[config.mk]
export PLATFORM = sky130hd
export DESIGN_NAME = mij_top
export DESIGN_NICKNAME = d
export VERILOG_FILES = /design/src/hw/mij_pkg.sv /design/src/hw/mij_jog_arm.sv /design/src/hw/mij_top.sv
export SDC_FILE = /design/constraint.sdc
export NUM_CORES = 1
export LEC_CHECK = 0
export BUFFER_PORTS_ARGS = -buffer_cell sky130_fd_sc_hd__buf_4
export CAP_MARGIN = 30
export CORE_AREA = 5 5 199 105
export CTS_CLUSTER_DIAMETER = 40
export DETAILED_ROUTE_END_ITERATION = 12
export DIE_AREA = 0 0 204 110
export HOLD_SLACK_MARGIN = 0.06
export PLACE_DENSITY = 0.81
export SLEW_MARGIN = 10
export SYNTH_ARGS = -nofsm -noshare
export SYNTH_HDL_FRONTEND = slang
export SYNTH_HIERARCHICAL = 1
export SYNTH_SLANG_ARGS = --single-unit
export TNS_END_PERCENT = 5
[constraint.sdc]
create_clock -name sys_clk -period 1.9 [get_ports sys_clk]
set_input_delay 0 -clock sys_clk [delete_from_list [all_inputs] [get_ports sys_clk]]
set_output_delay 0 -clock sys_clk [all_outputs]
set_load 0.02 [all_outputs]
[src/hw/mij_pkg.sv]
// Constants, register map and carrier types of the motion interlock and jog gate.
// Assumes a 32-bit classic Wishbone slave port with byte addresses.
package mij_pkg;

  // ----------------------------------------------------------------
  // Register byte offsets
  // ----------------------------------------------------------------
  localparam logic [7:0] OFS_ISEL   = 8'h00;
  localparam logic [7:0] OFS_GHOLD  = 8'h04;
  localparam logic [7:0] OFS_JOVL   = 8'h08;
  localparam logic [7:0] OFS_JOVH   = 8'h0c;
  localparam logic [7:0] OFS_MLOCK  = 8'h10;
  localparam logic [7:0] OFS_MODE   = 8'h14;
  localparam logic [7:0] OFS_JPLUS  = 8'h18;
  localparam logic [7:0] OFS_JMINUS = 8'h1c;
  localparam logic [7:0] OFS_AXHOLD = 8'h20;
  localparam logic [7:0] OFS_PHOLD  = 8'h24;
  localparam logic [7:0] OFS_MHOLD  = 8'h28;
  localparam logic [7:0] OFS_DIRECT = 8'h2c;
  localparam logic [7:0] OFS_FSRC   = 8'h30;
  localparam logic [7:0] OFS_INPOS  = 8'h34;
  localparam logic [7:0] OFS_DIAG   = 8'h38;
  localparam logic [7:0] OFS_OVR    = 8'h3c;
  localparam logic [7:0] OFS_ISTAT  = 8'h40;
  localparam logic [7:0] OFS_ICLR   = 8'h44;
  localparam logic [7:0] OFS_IEN    = 8'h48;

  // ----------------------------------------------------------------
  // Field positions
  // ----------------------------------------------------------------
  localparam int unsigned SEL_GLOBAL_DIS = 0;
  localparam int unsigned SEL_FAST_EN    = 1;
  localparam int unsigned SEL_AXIS_DIS   = 2;
  localparam int unsigned SEL_DIR_DIS    = 3;
  localparam int unsigned GHOLD_BIT      = 0;
  localparam int unsigned FAST_BIT       = 6;
  localparam int unsigned FREEZE_BIT     = 1;
  localparam logic [2:0]  MODE_JOG       = 3'b101;
  localparam int unsigned DIAG_INPOS     = 3;
  localparam int unsigned DIAG_ILK       = 5;
  localparam int unsigned DIAG_OVR0      = 13;
  localparam int unsigned DIAG_RST       = 14;
  localparam int unsigned IRQ_START      = 0;
  localparam int unsigned IRQ_ILK        = 1;
  localparam int unsigned IRQ_OVR0       = 2;
  localparam int unsigned IRQ_REFUSE     = 3;
  localparam int unsigned IRQ_W          = 4;
  localparam int unsigned AXES           = 2;

  // ----------------------------------------------------------------
  // Reset values
  // ----------------------------------------------------------------
  localparam logic [7:0]  RST_ACT_LOW  = 8'hff;
  localparam logic [7:0]  RST_ACT_HIGH = 8'h00;
  localparam logic [15:0] RST_INPOS    = 16'h0000;
  localparam logic [15:0] OVR_ALL_ONES = 16'hffff;
  localparam logic [15:0] OVR_ALL_ZERO = 16'h0000;

  // ----------------------------------------------------------------
  // Carriers
  // ----------------------------------------------------------------
  typedef struct packed {
    logic        cyc;
    logic        stb;
    logic        we;
    logic [7:0]  adr;
    logic [3:0]  sel;
    logic [31:0] dat;
  } mij_wb_req_t;

  typedef struct packed {
    logic [AXES-1:0] minus;
    logic [AXES-1:0] plus;
  } mij_motion_t;

endpackage

[src/hw/mij_jog_arm.sv]
// Edge-armed jog request tracker, one lane per axis and direction.
// Assumes requests and mode come from logic on sys_clk.
`timescale 1ns/1ps
module mij_jog_arm #(
  parameter int unsigned N = 4
) (
  input  wire logic         sys_clk,
  input  wire logic         arst_n,
  input  wire logic         mode_on,
  input  wire logic [N-1:0] req,
  output logic      [N-1:0] start,
  output logic      [N-1:0] running
);

  logic [N-1:0] req_q;
  logic         mode_q;

  if (N < 1) begin : g_bad_n
    $error("mij_jog_arm needs at least one lane");
  end

  // Only a rise seen wholly inside the mode counts; held requests stay dead
  assign start = (mode_on && mode_q) ? (req & ~req_q) : '0;

  always_ff @(posedge sys_clk or negedge arst_n) begin
    if (!arst_n) begin
      req_q  <= '0;
      mode_q <= 1'b0;
    end else begin
      req_q  <= req;
      mode_q <= mode_on;
    end
  end

  always_ff @(posedge sys_clk or negedge arst_n) begin
    if (!arst_n) begin
      running <= '0;
    end else if (!mode_on) begin
      running <= '0;
    end else begin
      running <= (running & req) | start;
    end
  end

endmodule

[src/hw/mij_top.sv]
// Motion interlock and jog gate with a classic Wishbone register port.
// Assumes one 200 MHz clock; direct input bytes arrive from pins unsynchronised.
//
// What this block does
// - The global hold input counts only while select bit 0 is 0.
// - The fast hold input counts only while select bit 1 is 1.
// - The per-axis hold inputs count only while select bit 2 is 0.
// - The per-axis per-direction holds count only while select bit 3 is 0.
// - The global hold sits in bit 0 of its byte and a 0 means hold.
// - The fast hold is bit 6 of one of two direct input bytes and a 0 means hold.
// - Each axis has an active-low hold bit, axis 1 at bit 0 and axis 2 at bit 1.
// - Plus and minus direction holds sit in two bytes, active high, axis 1 at bit 0.
// - The jog override word is two bytes, low first, and all ones or all zeros mean 0%.
// - The override word is inverted in 0.01% steps, so its complement is the percentage.
// - Machine lock bit 1 stops the coordinate update; it does not gate the axis motion outputs.
// - Continuous feed moves only while the mode code reads the jog pattern.
// - A jog starts only on the rising edge of a direction request.
// - A request already high when jog mode begins is ignored until it drops and rises.
// - Diagnostic flags 003, 005, 013 and 014 read 1 while their blocking cause is present; the others read 0.
// - The in-position flag is 1 while an axis position error exceeds the width.
//
// The address map and the Wishbone interface to the registers were decided locally.
`timescale 1ns/1ps
module mij_top
  import mij_pkg::*;
#(
  parameter int unsigned POS_W = 16
) (
  input  wire logic                          sys_clk,
  input  wire logic                          arst_n,
  input  wire mij_pkg::mij_wb_req_t          wb_req,
  output logic                               wb_ack,
  output logic [31:0]                        wb_dat_o,
  output logic                               irq,
  input  wire logic [7:0]                    direct_in0,
  input  wire logic [7:0]                    direct_in1,
  input  wire logic [mij_pkg::AXES-1:0][POS_W-1:0] pos_err,
  input  wire logic                          reset_busy,
  output mij_pkg::mij_motion_t               motion,
  output logic                               coord_update_en,
  output logic [15:0]                        jog_override_pct,
  output logic [15:0]                        diag_flags
);
  import mij_pkg::*;

  if (POS_W < 1 || POS_W > 32) begin : g_bad_posw
    $error("POS_W must lie in 1..32");
  end

  // ----------------------------------------------------------------
  // Helpers
  // ----------------------------------------------------------------
  function automatic logic [7:0] wbyte(input logic [7:0] old,
                                       input logic [31:0] dat,
                                       input logic lane);
    wbyte = lane ? dat[7:0] : old;
  endfunction

  function automatic logic [31:0] rbyte(input logic [7:0] v);
    rbyte = {24'h000000, v};
  endfunction

  // ----------------------------------------------------------------
  // Registers
  // ----------------------------------------------------------------
  logic [7:0]        interlock_select_param;
  logic [7:0]        global_hold_signals;
  logic [7:0]        jog_override_low;
  logic [7:0]        jog_override_high;
  logic [7:0]        machine_lock_signals;
  logic [7:0]        operating_mode_select;
  logic [7:0]        jog_plus_requests;
  logic [7:0]        jog_minus_requests;
  logic [7:0]        axis_hold_signals;
  logic [7:0]        plus_direction_hold;
  logic [7:0]        minus_direction_hold;
  logic              fast_source;
  logic [POS_W-1:0]  inpos_width;
  logic [IRQ_W-1:0]  irq_status;
  logic [IRQ_W-1:0]  irq_enable;
  logic [7:0]        din0_meta;
  logic [7:0]        din0;
  logic [7:0]        din1_meta;
  logic [7:0]        din1;
  logic [7:0]        direct_input_byte;

  // ----------------------------------------------------------------
  // Bus slave
  // ----------------------------------------------------------------
  logic        bus_req;
  logic        wr_fire;
  logic [31:0] next_rd;

  assign bus_req = wb_req.cyc && wb_req.stb;
  // Writes land on the edge where the master sees ack, never earlier
  assign wr_fire = bus_req && wb_req.we && wb_ack;

  always_ff @(posedge sys_clk or negedge arst_n) begin
    if (!arst_n) begin
      wb_ack <= 1'b0;
    end else begin
      wb_ack <= bus_req && !wb_ack;
    end
  end

  always_ff @(posedge sys_clk or negedge arst_n) begin
    if (!arst_n) begin
      wb_dat_o <= 32'h00000000;
    end else if (bus_req && !wb_ack) begin
      wb_dat_o <= next_rd;
    end
  end

  always_comb begin
    next_rd = 32'h00000000;
    case (wb_req.adr)
      OFS_ISEL:   next_rd = rbyte(interlock_select_param);
      OFS_GHOLD:  next_rd = rbyte(global_hold_signals);
      OFS_JOVL:   next_rd = rbyte(jog_override_low);
      OFS_JOVH:   next_rd = rbyte(jog_override_high);
      OFS_MLOCK:  next_rd = rbyte(machine_lock_signals);
      OFS_MODE:   next_rd = rbyte(operating_mode_select);
      OFS_JPLUS:  next_rd = rbyte(jog_plus_requests);
      OFS_JMINUS: next_rd = rbyte(jog_minus_requests);
      OFS_AXHOLD: next_rd = rbyte(axis_hold_signals);
      OFS_PHOLD:  next_rd = rbyte(plus_direction_hold);
      OFS_MHOLD:  next_rd = rbyte(minus_direction_hold);
      OFS_DIRECT: next_rd = rbyte(direct_input_byte);
      OFS_FSRC:   next_rd = {31'h00000000, fast_source};
      OFS_INPOS:  next_rd = 32'(inpos_width);
      OFS_DIAG:   next_rd = {16'h0000, diag_flags};
      OFS_OVR:    next_rd = {16'h0000, jog_override_pct};
      OFS_ISTAT:  next_rd = 32'(irq_status);
      OFS_IEN:    next_rd = 32'(irq_enable);
      default:    next_rd = 32'h00000000;
    endcase
  end

  // Signal bytes written by the sequence controller over the bus
  always_ff @(posedge sys_clk or negedge arst_n) begin
    if (!arst_n) begin
      interlock_select_param <= RST_ACT_HIGH;
      global_hold_signals    <= RST_ACT_LOW;
      jog_override_low       <= RST_ACT_LOW;
      jog_override_high      <= RST_ACT_LOW;
      machine_lock_signals   <= RST_ACT_HIGH;
      operating_mode_select  <= RST_ACT_HIGH;
      jog_plus_requests      <= RST_ACT_HIGH;
      jog_minus_requests     <= RST_ACT_HIGH;
      axis_hold_signals      <= RST_ACT_LOW;
      plus_direction_hold    <= RST_ACT_HIGH;
      minus_direction_hold   <= RST_ACT_HIGH;
      fast_source            <= 1'b0;
      inpos_width            <= POS_W'(RST_INPOS);
      irq_enable             <= '0;
    end else if (wr_fire) begin
      case (wb_req.adr)
        OFS_ISEL:   interlock_select_param <= wbyte(interlock_select_param, wb_req.dat, wb_req.sel[0]);
        OFS_GHOLD:  global_hold_signals <= wbyte(global_hold_signals, wb_req.dat, wb_req.sel[0]);
        OFS_JOVL:   jog_override_low <= wbyte(jog_override_low, wb_req.dat, wb_req.sel[0]);
        OFS_JOVH:   jog_override_high <= wbyte(jog_override_high, wb_req.dat, wb_req.sel[0]);
        OFS_MLOCK:  machine_lock_signals <= wbyte(machine_lock_signals, wb_req.dat, wb_req.sel[0]);
        OFS_MODE:   operating_mode_select <= wbyte(operating_mode_select, wb_req.dat, wb_req.sel[0]);
        OFS_JPLUS:  jog_plus_requests <= wbyte(jog_plus_requests, wb_req.dat, wb_req.sel[0]);
        OFS_JMINUS: jog_minus_requests <= wbyte(jog_minus_requests, wb_req.dat, wb_req.sel[0]);
        OFS_AXHOLD: axis_hold_signals <= wbyte(axis_hold_signals, wb_req.dat, wb_req.sel[0]);
        OFS_PHOLD:  plus_direction_hold <= wbyte(plus_direction_hold, wb_req.dat, wb_req.sel[0]);
        OFS_MHOLD:  minus_direction_hold <= wbyte(minus_direction_hold, wb_req.dat, wb_req.sel[0]);
        OFS_FSRC:   fast_source <= wb_req.sel[0] ? wb_req.dat[0] : fast_source;
        // Partial writes ignored so the width never tears
        OFS_INPOS:  inpos_width <= (&wb_req.sel) ? wb_req.dat[POS_W-1:0] : inpos_width;
        OFS_IEN:    irq_enable <= wb_req.sel[0] ? wb_req.dat[IRQ_W-1:0] : irq_enable;
        default:    ;
      endcase
    end
  end

  // ----------------------------------------------------------------
  // Direct input synchronisers
  // ----------------------------------------------------------------
  always_ff @(posedge sys_clk or negedge arst_n) begin
    if (!arst_n) begin
      din0_meta <= RST_ACT_LOW;
      din0      <= RST_ACT_LOW;
      din1_meta <= RST_ACT_LOW;
      din1      <= RST_ACT_LOW;
    end else begin
      din0_meta <= direct_in0;
      din0      <= din0_meta;
      din1_meta <= direct_in1;
      din1      <= din1_meta;
    end
  end

  assign direct_input_byte = fast_source ? din1 : din0;

  // ----------------------------------------------------------------
  // Interlock evaluation
  // ----------------------------------------------------------------
  logic            global_hold_n;
  logic            fast_hold_n;
  logic            global_hold_disable;
  logic            fast_hold_enable;
  logic            axis_hold_disable;
  logic            directional_hold_disable;
  logic            any_axis_block;
  logic [AXES-1:0] axis_hold_n;
  logic [AXES-1:0] blk_p;
  logic [AXES-1:0] blk_m;
  logic            ilk_any;

  assign global_hold_disable      = interlock_select_param[SEL_GLOBAL_DIS];
  assign fast_hold_enable         = interlock_select_param[SEL_FAST_EN];
  assign axis_hold_disable        = interlock_select_param[SEL_AXIS_DIS];
  assign directional_hold_disable = interlock_select_param[SEL_DIR_DIS];
  assign global_hold_n            = global_hold_signals[GHOLD_BIT];
  assign fast_hold_n              = direct_input_byte[FAST_BIT];
  assign axis_hold_n              = axis_hold_signals[AXES-1:0];

  assign any_axis_block = (!global_hold_disable && !global_hold_n)
                       || (fast_hold_enable && !fast_hold_n);
  assign blk_p = {AXES{any_axis_block}}
               | (axis_hold_disable ? '0 : ~axis_hold_n)
               | (directional_hold_disable ? '0 : plus_direction_hold[AXES-1:0]);
  assign blk_m = {AXES{any_axis_block}}
               | (axis_hold_disable ? '0 : ~axis_hold_n)
               | (directional_hold_disable ? '0 : minus_direction_hold[AXES-1:0]);
  assign ilk_any = (|blk_p) || (|blk_m);

  // ----------------------------------------------------------------
  // Override, mode and jog arming
  // ----------------------------------------------------------------
  logic [15:0]       jog_override_word_n;
  logic              ov_zero;
  logic              jog_mode;
  logic [2*AXES-1:0] jog_start;
  logic [2*AXES-1:0] jog_run;
  logic              inpos_wait;

  assign jog_override_word_n = {jog_override_high, jog_override_low};
  assign ov_zero = (jog_override_word_n == OVR_ALL_ONES)
                || (jog_override_word_n == OVR_ALL_ZERO);
  assign jog_mode = (operating_mode_select[2:0] == MODE_JOG);

  mij_jog_arm #(
    .N (2 * AXES)
  ) u_arm (
    .sys_clk (sys_clk),
    .arst_n  (arst_n),
    .mode_on (jog_mode),
    .req     ({jog_minus_requests[AXES-1:0], jog_plus_requests[AXES-1:0]}),
    .start   (jog_start),
    .running (jog_run)
  );

  always_comb begin
    inpos_wait = 1'b0;
    for (int a = 0; a < int'(AXES); a++) begin
      inpos_wait = inpos_wait || (pos_err[a] > inpos_width);
    end
  end

  // ----------------------------------------------------------------
  // Outputs
  // ----------------------------------------------------------------
  logic allow;

  // Holds gate motion but keep the jog armed, so it resumes on release
  assign allow = !ov_zero && !reset_busy && jog_mode;

  always_ff @(posedge sys_clk or negedge arst_n) begin
    if (!arst_n) begin
      motion <= '0;
    end else begin
      motion.plus  <= jog_run[AXES-1:0] & ~blk_p & {AXES{allow}};
      motion.minus <= jog_run[2*AXES-1:AXES] & ~blk_m & {AXES{allow}};
    end
  end

  always_ff @(posedge sys_clk or negedge arst_n) begin
    if (!arst_n) begin
      coord_update_en  <= 1'b1;
      jog_override_pct <= 16'h0000;
    end else begin
      coord_update_en  <= !machine_lock_signals[FREEZE_BIT];
      jog_override_pct <= ov_zero ? 16'h0000 : ~jog_override_word_n;
    end
  end

  always_ff @(posedge sys_clk or negedge arst_n) begin
    if (!arst_n) begin
      diag_flags <= 16'h0000;
      diag_flags[DIAG_OVR0] <= 1'b1; // Override resets to 0%, no false rise
    end else begin
      diag_flags             <= 16'h0000;
      diag_flags[DIAG_INPOS] <= inpos_wait;
      diag_flags[DIAG_ILK]   <= ilk_any;
      diag_flags[DIAG_OVR0]  <= ov_zero;
      diag_flags[DIAG_RST]   <= reset_busy;
    end
  end

  // ----------------------------------------------------------------
  // Interrupts
  // ----------------------------------------------------------------
  logic [IRQ_W-1:0] irq_event;
  logic [IRQ_W-1:0] irq_clear;

  always_comb begin
    irq_event             = '0;
    irq_event[IRQ_START]  = |(jog_start & ~{blk_m, blk_p});
    irq_event[IRQ_ILK]    = ilk_any && !diag_flags[DIAG_ILK];
    irq_event[IRQ_OVR0]   = ov_zero && !diag_flags[DIAG_OVR0];
    irq_event[IRQ_REFUSE] = |(jog_start & {blk_m, blk_p});
  end

  assign irq_clear = (wr_fire && wb_req.adr == OFS_ICLR && wb_req.sel[0])
                   ? wb_req.dat[IRQ_W-1:0] : '0;

  // Set beats clear in the same cycle so no event is lost
  always_ff @(posedge sys_clk or negedge arst_n) begin
    if (!arst_n) begin
      irq_status <= '0;
    end else begin
      irq_status <= (irq_status & ~irq_clear) | irq_event;
    end
  end

  assign irq = |(irq_status & irq_enable);
endmodule

==> qor.yml, run 1 <==
run_status:
  outcome: "complete, but fails checks"
  violations: "negative setup slack"
final_layout:
  largestRegisters: "inpos_width x16, jog_override_pct x16, wb_dat_o x16"
  num_antenna_cells: 0
  nets: 1157
  multi_input_area_sq_um: 4180
  drive_gt1_share_pct: 43.9
  regArea_sq_um: 4990
  fin_util_pct: 64.3
  areaGrowthSynthToFinish_pct: 28.5
  fill_cells: 1466
clock_network:
  htree_levels: 4
  cts-buffers-inserted: 17
  clock_path_buffers: 2
  cts_sinks: 196
  cts_tree: "done"
  clk_pin_slew_worst_paths_ps: 80
  root_buffer: "clkbuf_16"
  clk_latency_ps: 440
grt:
  grt_pass1_wl_microns: 45800
  grt_pass1_vias: 7717
  grt-ovfl-total: 0
  grt_usage_pct: 27.3
  antenna_found_initial: 1
  grt_max_degree: 61
logic_synthesis:
  synth_top_family_by_area: "multiplexers"
  synth_top_cell_by_area: "dfrtp_1"
  synth_simple_gate_area_share_pct: 11.3
  syn_inst: 798
  yosysUniqueCellTypes: 67
  ys_warn_count: 6
  ys_seq_area_share_pct: 52.5
  synth_compound_area_share_pct: 11.6
  avgSynthCellArea_sq_um: 11.9
  synth_top_cells_by_count: "130 x dfrtp_1, 109 x mux2_2, 66 x dfstp_2, 59 x nand2_1, 33 x o21ai_0"
  syn-cell-area_sq_um: 9490
  synth_xor_area_share_pct: 0
  synth-edff-count: 0
  synthArstFlopShare_pct: 100
  yosysMostFrequentCell: "dfrtp_1"
  synth_fa_ha_area_share_pct: 4.22
  ys_seq_elements: 196
  synthTopCellsByArea: "dfrtp_1 34%, dfstp_2 18%, mux2_2 13%"
  synth_mux_area_share_pct: 14.9
  synth_flop_cell: "dfrtp_1"
  synth_top_area_share_pct: 34.3
critical_path:
  crit_chain: "inv_2 > ha_4 > a21oi_1 > o21ai_0 > a221oi_1 > buf_4 > o221ai_1 > a211o_1"
  worst_path_dominant_cell_family: "compound AO/OA/AOI/OAI gates"
  start_kind: "flip-flop"
  slowest_delay_ps: 390
  worst-r2r-cell-count: 8
  rr_endpoint: "diag_flags[3]"
  crit_path_max_fanout: 2
  crit_path_end_kind: "flip-flop"
  rrSetupSlack_ps: -170
  critPathSlowestCell: "dfrtp_1"
  worstPathRequired_ps: 2230
  critPathKind: "reg -> reg"
  r2r_start: "inpos_width[7]"
  crit_arrival_ps: 2410
  worst-path-buf-inv: 2
drt:
  routed_wl_microns: 30500
  drc: 0
  wl_per_cell_microns: 23.4
  vias_per_cell: 5.88
  drtIter0Drc: 912
  drt_first_pass_iters: 6
  vias: 7677
  ant_nets: 0
timing:
  worst_pin_slew_ps: 822
  slew_violations: 0
  finalSetupViolations: 1
  grt_setup_unrepaired: "true"
  relSlewSlack_pct: 44.7
  finalCritPeriodShare_pct: 109
  fin_setup_tns_ps: -170
  setup_ws_ps: -170
  fmax_mhz: 483
  hold_viol: 0
  fin_worst_skew_ps: 10.7
  final.min_clock_period_ps: 2070
floorplanning:
  die_w_microns: 204
  die_height_microns: 110
  io_pins: 169
  start_util_pct: 50.1
  coreArea_sq_um: 19000
  die-area_sq_um: 22400
  rows: 36
hold_path:
  hold_path.class: "in -> async"
power:
  switching_share_pct: 25.6
  power_density_nw_per_um2: 704
  seq_power_share_pct: 49.8
  p_leak_nw: 5.87
  power_frac_comb_pct: 8.6
  vdd_drop_max_mv: 0.632
  p_switching_w: 0.00220
  p_int_w: 0.00639
  pwr-share-clk_pct: 41.6
place:
  gp_congestion: 1.01
  dp_hpwl_microns: 22500
  port_buffers: 124
job:
  cap_violations: 0
[placed cells by master (no fill, tap or decap), types with 6 or more instances in the layout]
master / n
buf_4: 209
dfrtp_1: 130
mux2_2: 109
dfstp_2: 66
nand2_1: 58
dlygate4sd3_1: 37
o21ai_0: 33
a22oi_1: 29
nor2_1: 28
a21oi_1: 28
conb_1: 28
ha_1: 27
inv_1: 21
mux2i_1: 18
nand3_1: 17
clkbuf_16: 17
nand4_1: 13
a31oi_1: 8
and3_1: 8
o22ai_1: 7
nor2b_1: 7
inv_6: 7
nor4_1: 6
a222oi_1: 6
[how the worst max path moves through the flow]
stage	startpoint	cells after the start	endpoint	slack (ps)
floorplan	inpos_width[10]	6	diag_flags[3]	30
global placement	inpos_width[11]	6	diag_flags[3]	-110
detailed placement	inpos_width[10]	6	diag_flags[3]	-160
CTS	inpos_width[11]	6	diag_flags[3]	-150
global route	inpos_width[11]	6	diag_flags[3]	-230
finish	inpos_width[7]	8	diag_flags[3]	-170
[area by class of cell]
| type | instances | share of cell area (%) |
|---|---|---|
| clock buffer | 17 | 3.49 |
| clock inverter | 15 | 1.17 |
| inverter | 26 | 0.800 |
| multi-input combinational | 535 | 34.3 |
| sequential | 196 | 40.9 |
| tap | 266 | 2.73 |
| timing repair buffer | 251 | 16.7 |
[logic make-up (layout without fill, tap and decap cells)]
family          Yosys count  after routing
mux                     128            128
flops                   196            196
other cells               1             28
simple gates            185            185
fa+ha+maj                32             32
buf+inv                  94            309
compound gates          162            162
[through the flow]
step / std cells / area (sq um) / power [W] / hold WS (ps) / setup slack, ps
global placement: 1237 / 11200 / 0.00500 / 23.5 / -108
detailed placement: 1237 / 11200 / 0.00501 / 20.5 / -158
CTS: 1306 / 12200 / 0.00859 / 116 / -153
finish: 1306 / 12200 / 0.00859 / 112 / -170
global route: 1306 / 12200 / 0.00886 / 153 / -226
floorplan: 825 / 9640 / 0.00466 / -296 / 29.1
[routing by layer]
metal / global-route usage [%] / vias up / share of wire (%)
li1: - / 3335 / -
met1: 39.7 / 3756 / 43
met2: 37.0 / 498 / 40
met3: 12.0 / 86 / 14
met4: 7.79 / 2 / 2.3
met5: 0 / - / 0.066
[power groups by stage]
stage	Combinational (W)	Clock [W]	Sequential, W
2_1_floorplan	0.000293	0	0.00436
3_3_place_gp	0.000647	0	0.00435
3_5_place_dp	0.000654	0	0.00435
4_1_cts	0.000719	0.00360	0.00428
5_1_grt	0.000790	0.00379	0.00428
6_report	0.000741	0.00357	0.00428
[timing repair]
action	4_1_cts	5_1_grt
hold buffers	37	0
setup endpoints to repair	1	27
hold endpoints to repair	276	0
resized for setup	2	6
pin swaps	2	1
setup buffers	0	0
(Power assumes the default switching activity.)
==> run 2, diff against run 1 <==
- REMOVE_ABC_BUFFERS: unset -> 1
==> run 2 against run 1 <==
The run still ends with negative setup slack left. Setup slack got worse by 1.3 ps. Critical path depth fell by 2. Fmax barely moved. Non-clock buffer count rose by 11. Largest cell class unchanged.
==> qor.yml, run 2 (same netlist as run 1, synthesis figures left out) <==
drt:
  met1_length_microns: 14000
  ant_nets: 0
  vias: 7801
  vias_per_cell: 5.92
  top_layer: "met4"
  drtIter0Drc: 805
  routed_wl_microns: 31100
  routed-wl-met3_microns: 4120
  wl_met2_microns: 12600
  drc: 0
  wl_per_cell_microns: 23.6
  drt_first_pass_iters: 6
place:
  gp_congestion: 0.984
  port_buffers: 124
  dp_hpwl_microns: 23100
  dp_slack_ps: -268
critical_path:
  critPathKind: "reg -> reg"
  critPathSlowestCell: "or4_4"
  worst_path_dominant_cell_family: "simple AND/OR/NAND/NOR gates"
  slowest_delay_ps: 530
  path_depth: 6
  crit_chain: "inv_2 > ha_4 > nand4_1 > or4_4 > or3_1 > a211o_1"
  r2r_start: "inpos_width[8]"
  rr_endpoint: "diag_flags[3]"
  worstPathRequired_ps: 2230
  worst-r2r-cell-count: 6
  start_kind: "flip-flop"
  crit_arrival_ps: 2400
  crit_path_max_fanout: 2
  worst-path-buf-inv: 1
  crit_path_end_kind: "flip-flop"
  rrSetupSlack_ps: -170
clock_network:
  cts_sinks: 196
  root_buffer: "clkbuf_16"
  clk_pin_slew_worst_paths_ps: 80
  htree_levels: 4
  cts-buffers-inserted: 17
  clk_latency_ps: 440
  cts_tree: "done"
  clock_path_buffers: 2
timing:
  hold_viol: 0
  fmax_mhz: 483
  worst_pin_slew_ps: 595
  final.min_clock_period_ps: 2070
  finalCritPeriodShare_pct: 109
  fin_worst_skew_ps: 13.5
  grt_setup_unrepaired: "true"
  relSlewSlack_pct: 59.3
  setup_ws_ps: -172
  fin_setup_tns_ps: -172
  finalSetupViolations: 1
  slew_violations: 0
grt:
  grt_usage_pct: 28.0
  grt_pass1_wl_microns: 46500
  grt_max_degree: 57
  grt_pass1_vias: 7652
  antenna_found_initial: 1
  grt-ovfl-total: 0
floorplanning:
  die_height_microns: 110
  rows: 36
  die_w_microns: 204
  io_pins: 169
  start_util_pct: 50.1
  die-area_sq_um: 22400
  coreArea_sq_um: 19000
final_layout:
  final_common_cell: "buf_4"
  nets: 1168
  largestRegisters: "inpos_width x16, jog_override_pct x16, wb_dat_o x16"
  layout_common_cells: "215 x buf_4, 130 x dfrtp_1, 109 x mux2_2, 66 x dfstp_2, 58 x nand2_1"
  areaGrowthSynthToFinish_pct: 30.4
  num_antenna_cells: 0
  fill_cells: 1440
  drive_gt1_share_pct: 44.3
power:
  total_power_w: 0.00901
  vdd_drop_max_mv: 0.732
  p_leak_nw: 5.96
  power_density_nw_per_um2: 729
job:
  cap_violations: 0
hold_path:
  hold_path.class: "in -> async"
run_status:
  violations: "negative setup slack"
  outcome: "complete, but fails checks"
-- run 2: how the worst max path moves through the flow --
stage / endpoint / from
after floorplan: inpos_width[0] / wb_ack
after global placement: diag_flags[3] / inpos_width[10]
after detailed placement: diag_flags[3] / inpos_width[10]
after CTS: diag_flags[3] / inpos_width[8]
after global routing: diag_flags[3] / inpos_width[6]
final: diag_flags[3] / inpos_width[8]
-- run 2: worst reg2reg max path: cells and delay by family (launching register included) --
kind                     cells  cell delay (ps)
flip-flops                   1              370
adder cells (fa/ha/maj)      1              260
buffers and inverters        1               60
AO/OA/AOI/OAI                1              260
AND/OR/NAND/NOR              3             1020
-- run 2: layout make-up --
class	count	area, sq um	area share (%)
repair buffers	262	2140	17.3
clock buffers	21	450	3.64
well taps	266	333	2.69
clock inverters	11	196	1.59
flip-flops and latches	196	4990	40.3
inverters	26	97.6	0.789
multi-input cells	535	4170	33.7
-- run 2: metrics by stage --
step	hold slack, ps	instance area, sq um	cells	util [%]
final	106	12400	1317	65.2
after global routing	112	12400	1317	65.2
after CTS	92.3	12300	1315	65.0
after detailed placement	1.98	11200	1243	59.3
after global placement	-3.21	11200	1242	59.2
after floorplan	-296	9180	757	-
-- run 2: repair_timing --
action | 4_1_cts | 5_1_grt
pin swaps | 5 | 2
hold buffers | 38 | 0
endpoints found under the setup margin | 3 | 20
setup buffers | 2 | 2
hold endpoints to repair | 272 | 0
gates resized for setup | 9 | 11
-- run 2: layer usage --
metal / vias to the layer above / global-route usage [%]
met5: - / 0
met4: 0 / 5.88
met3: 39 / 11.2
met2: 458 / 38.4
met1: 3940 / 41.8
li1: 3364 / -
-- run 2: report_power, final --
group          internal (W)  switching (W)  leakage, nW
Sequential          0.00426      0.0000258         2.40
Combinational      0.000300       0.000442         3.25
Clock               0.00238        0.00161        0.309
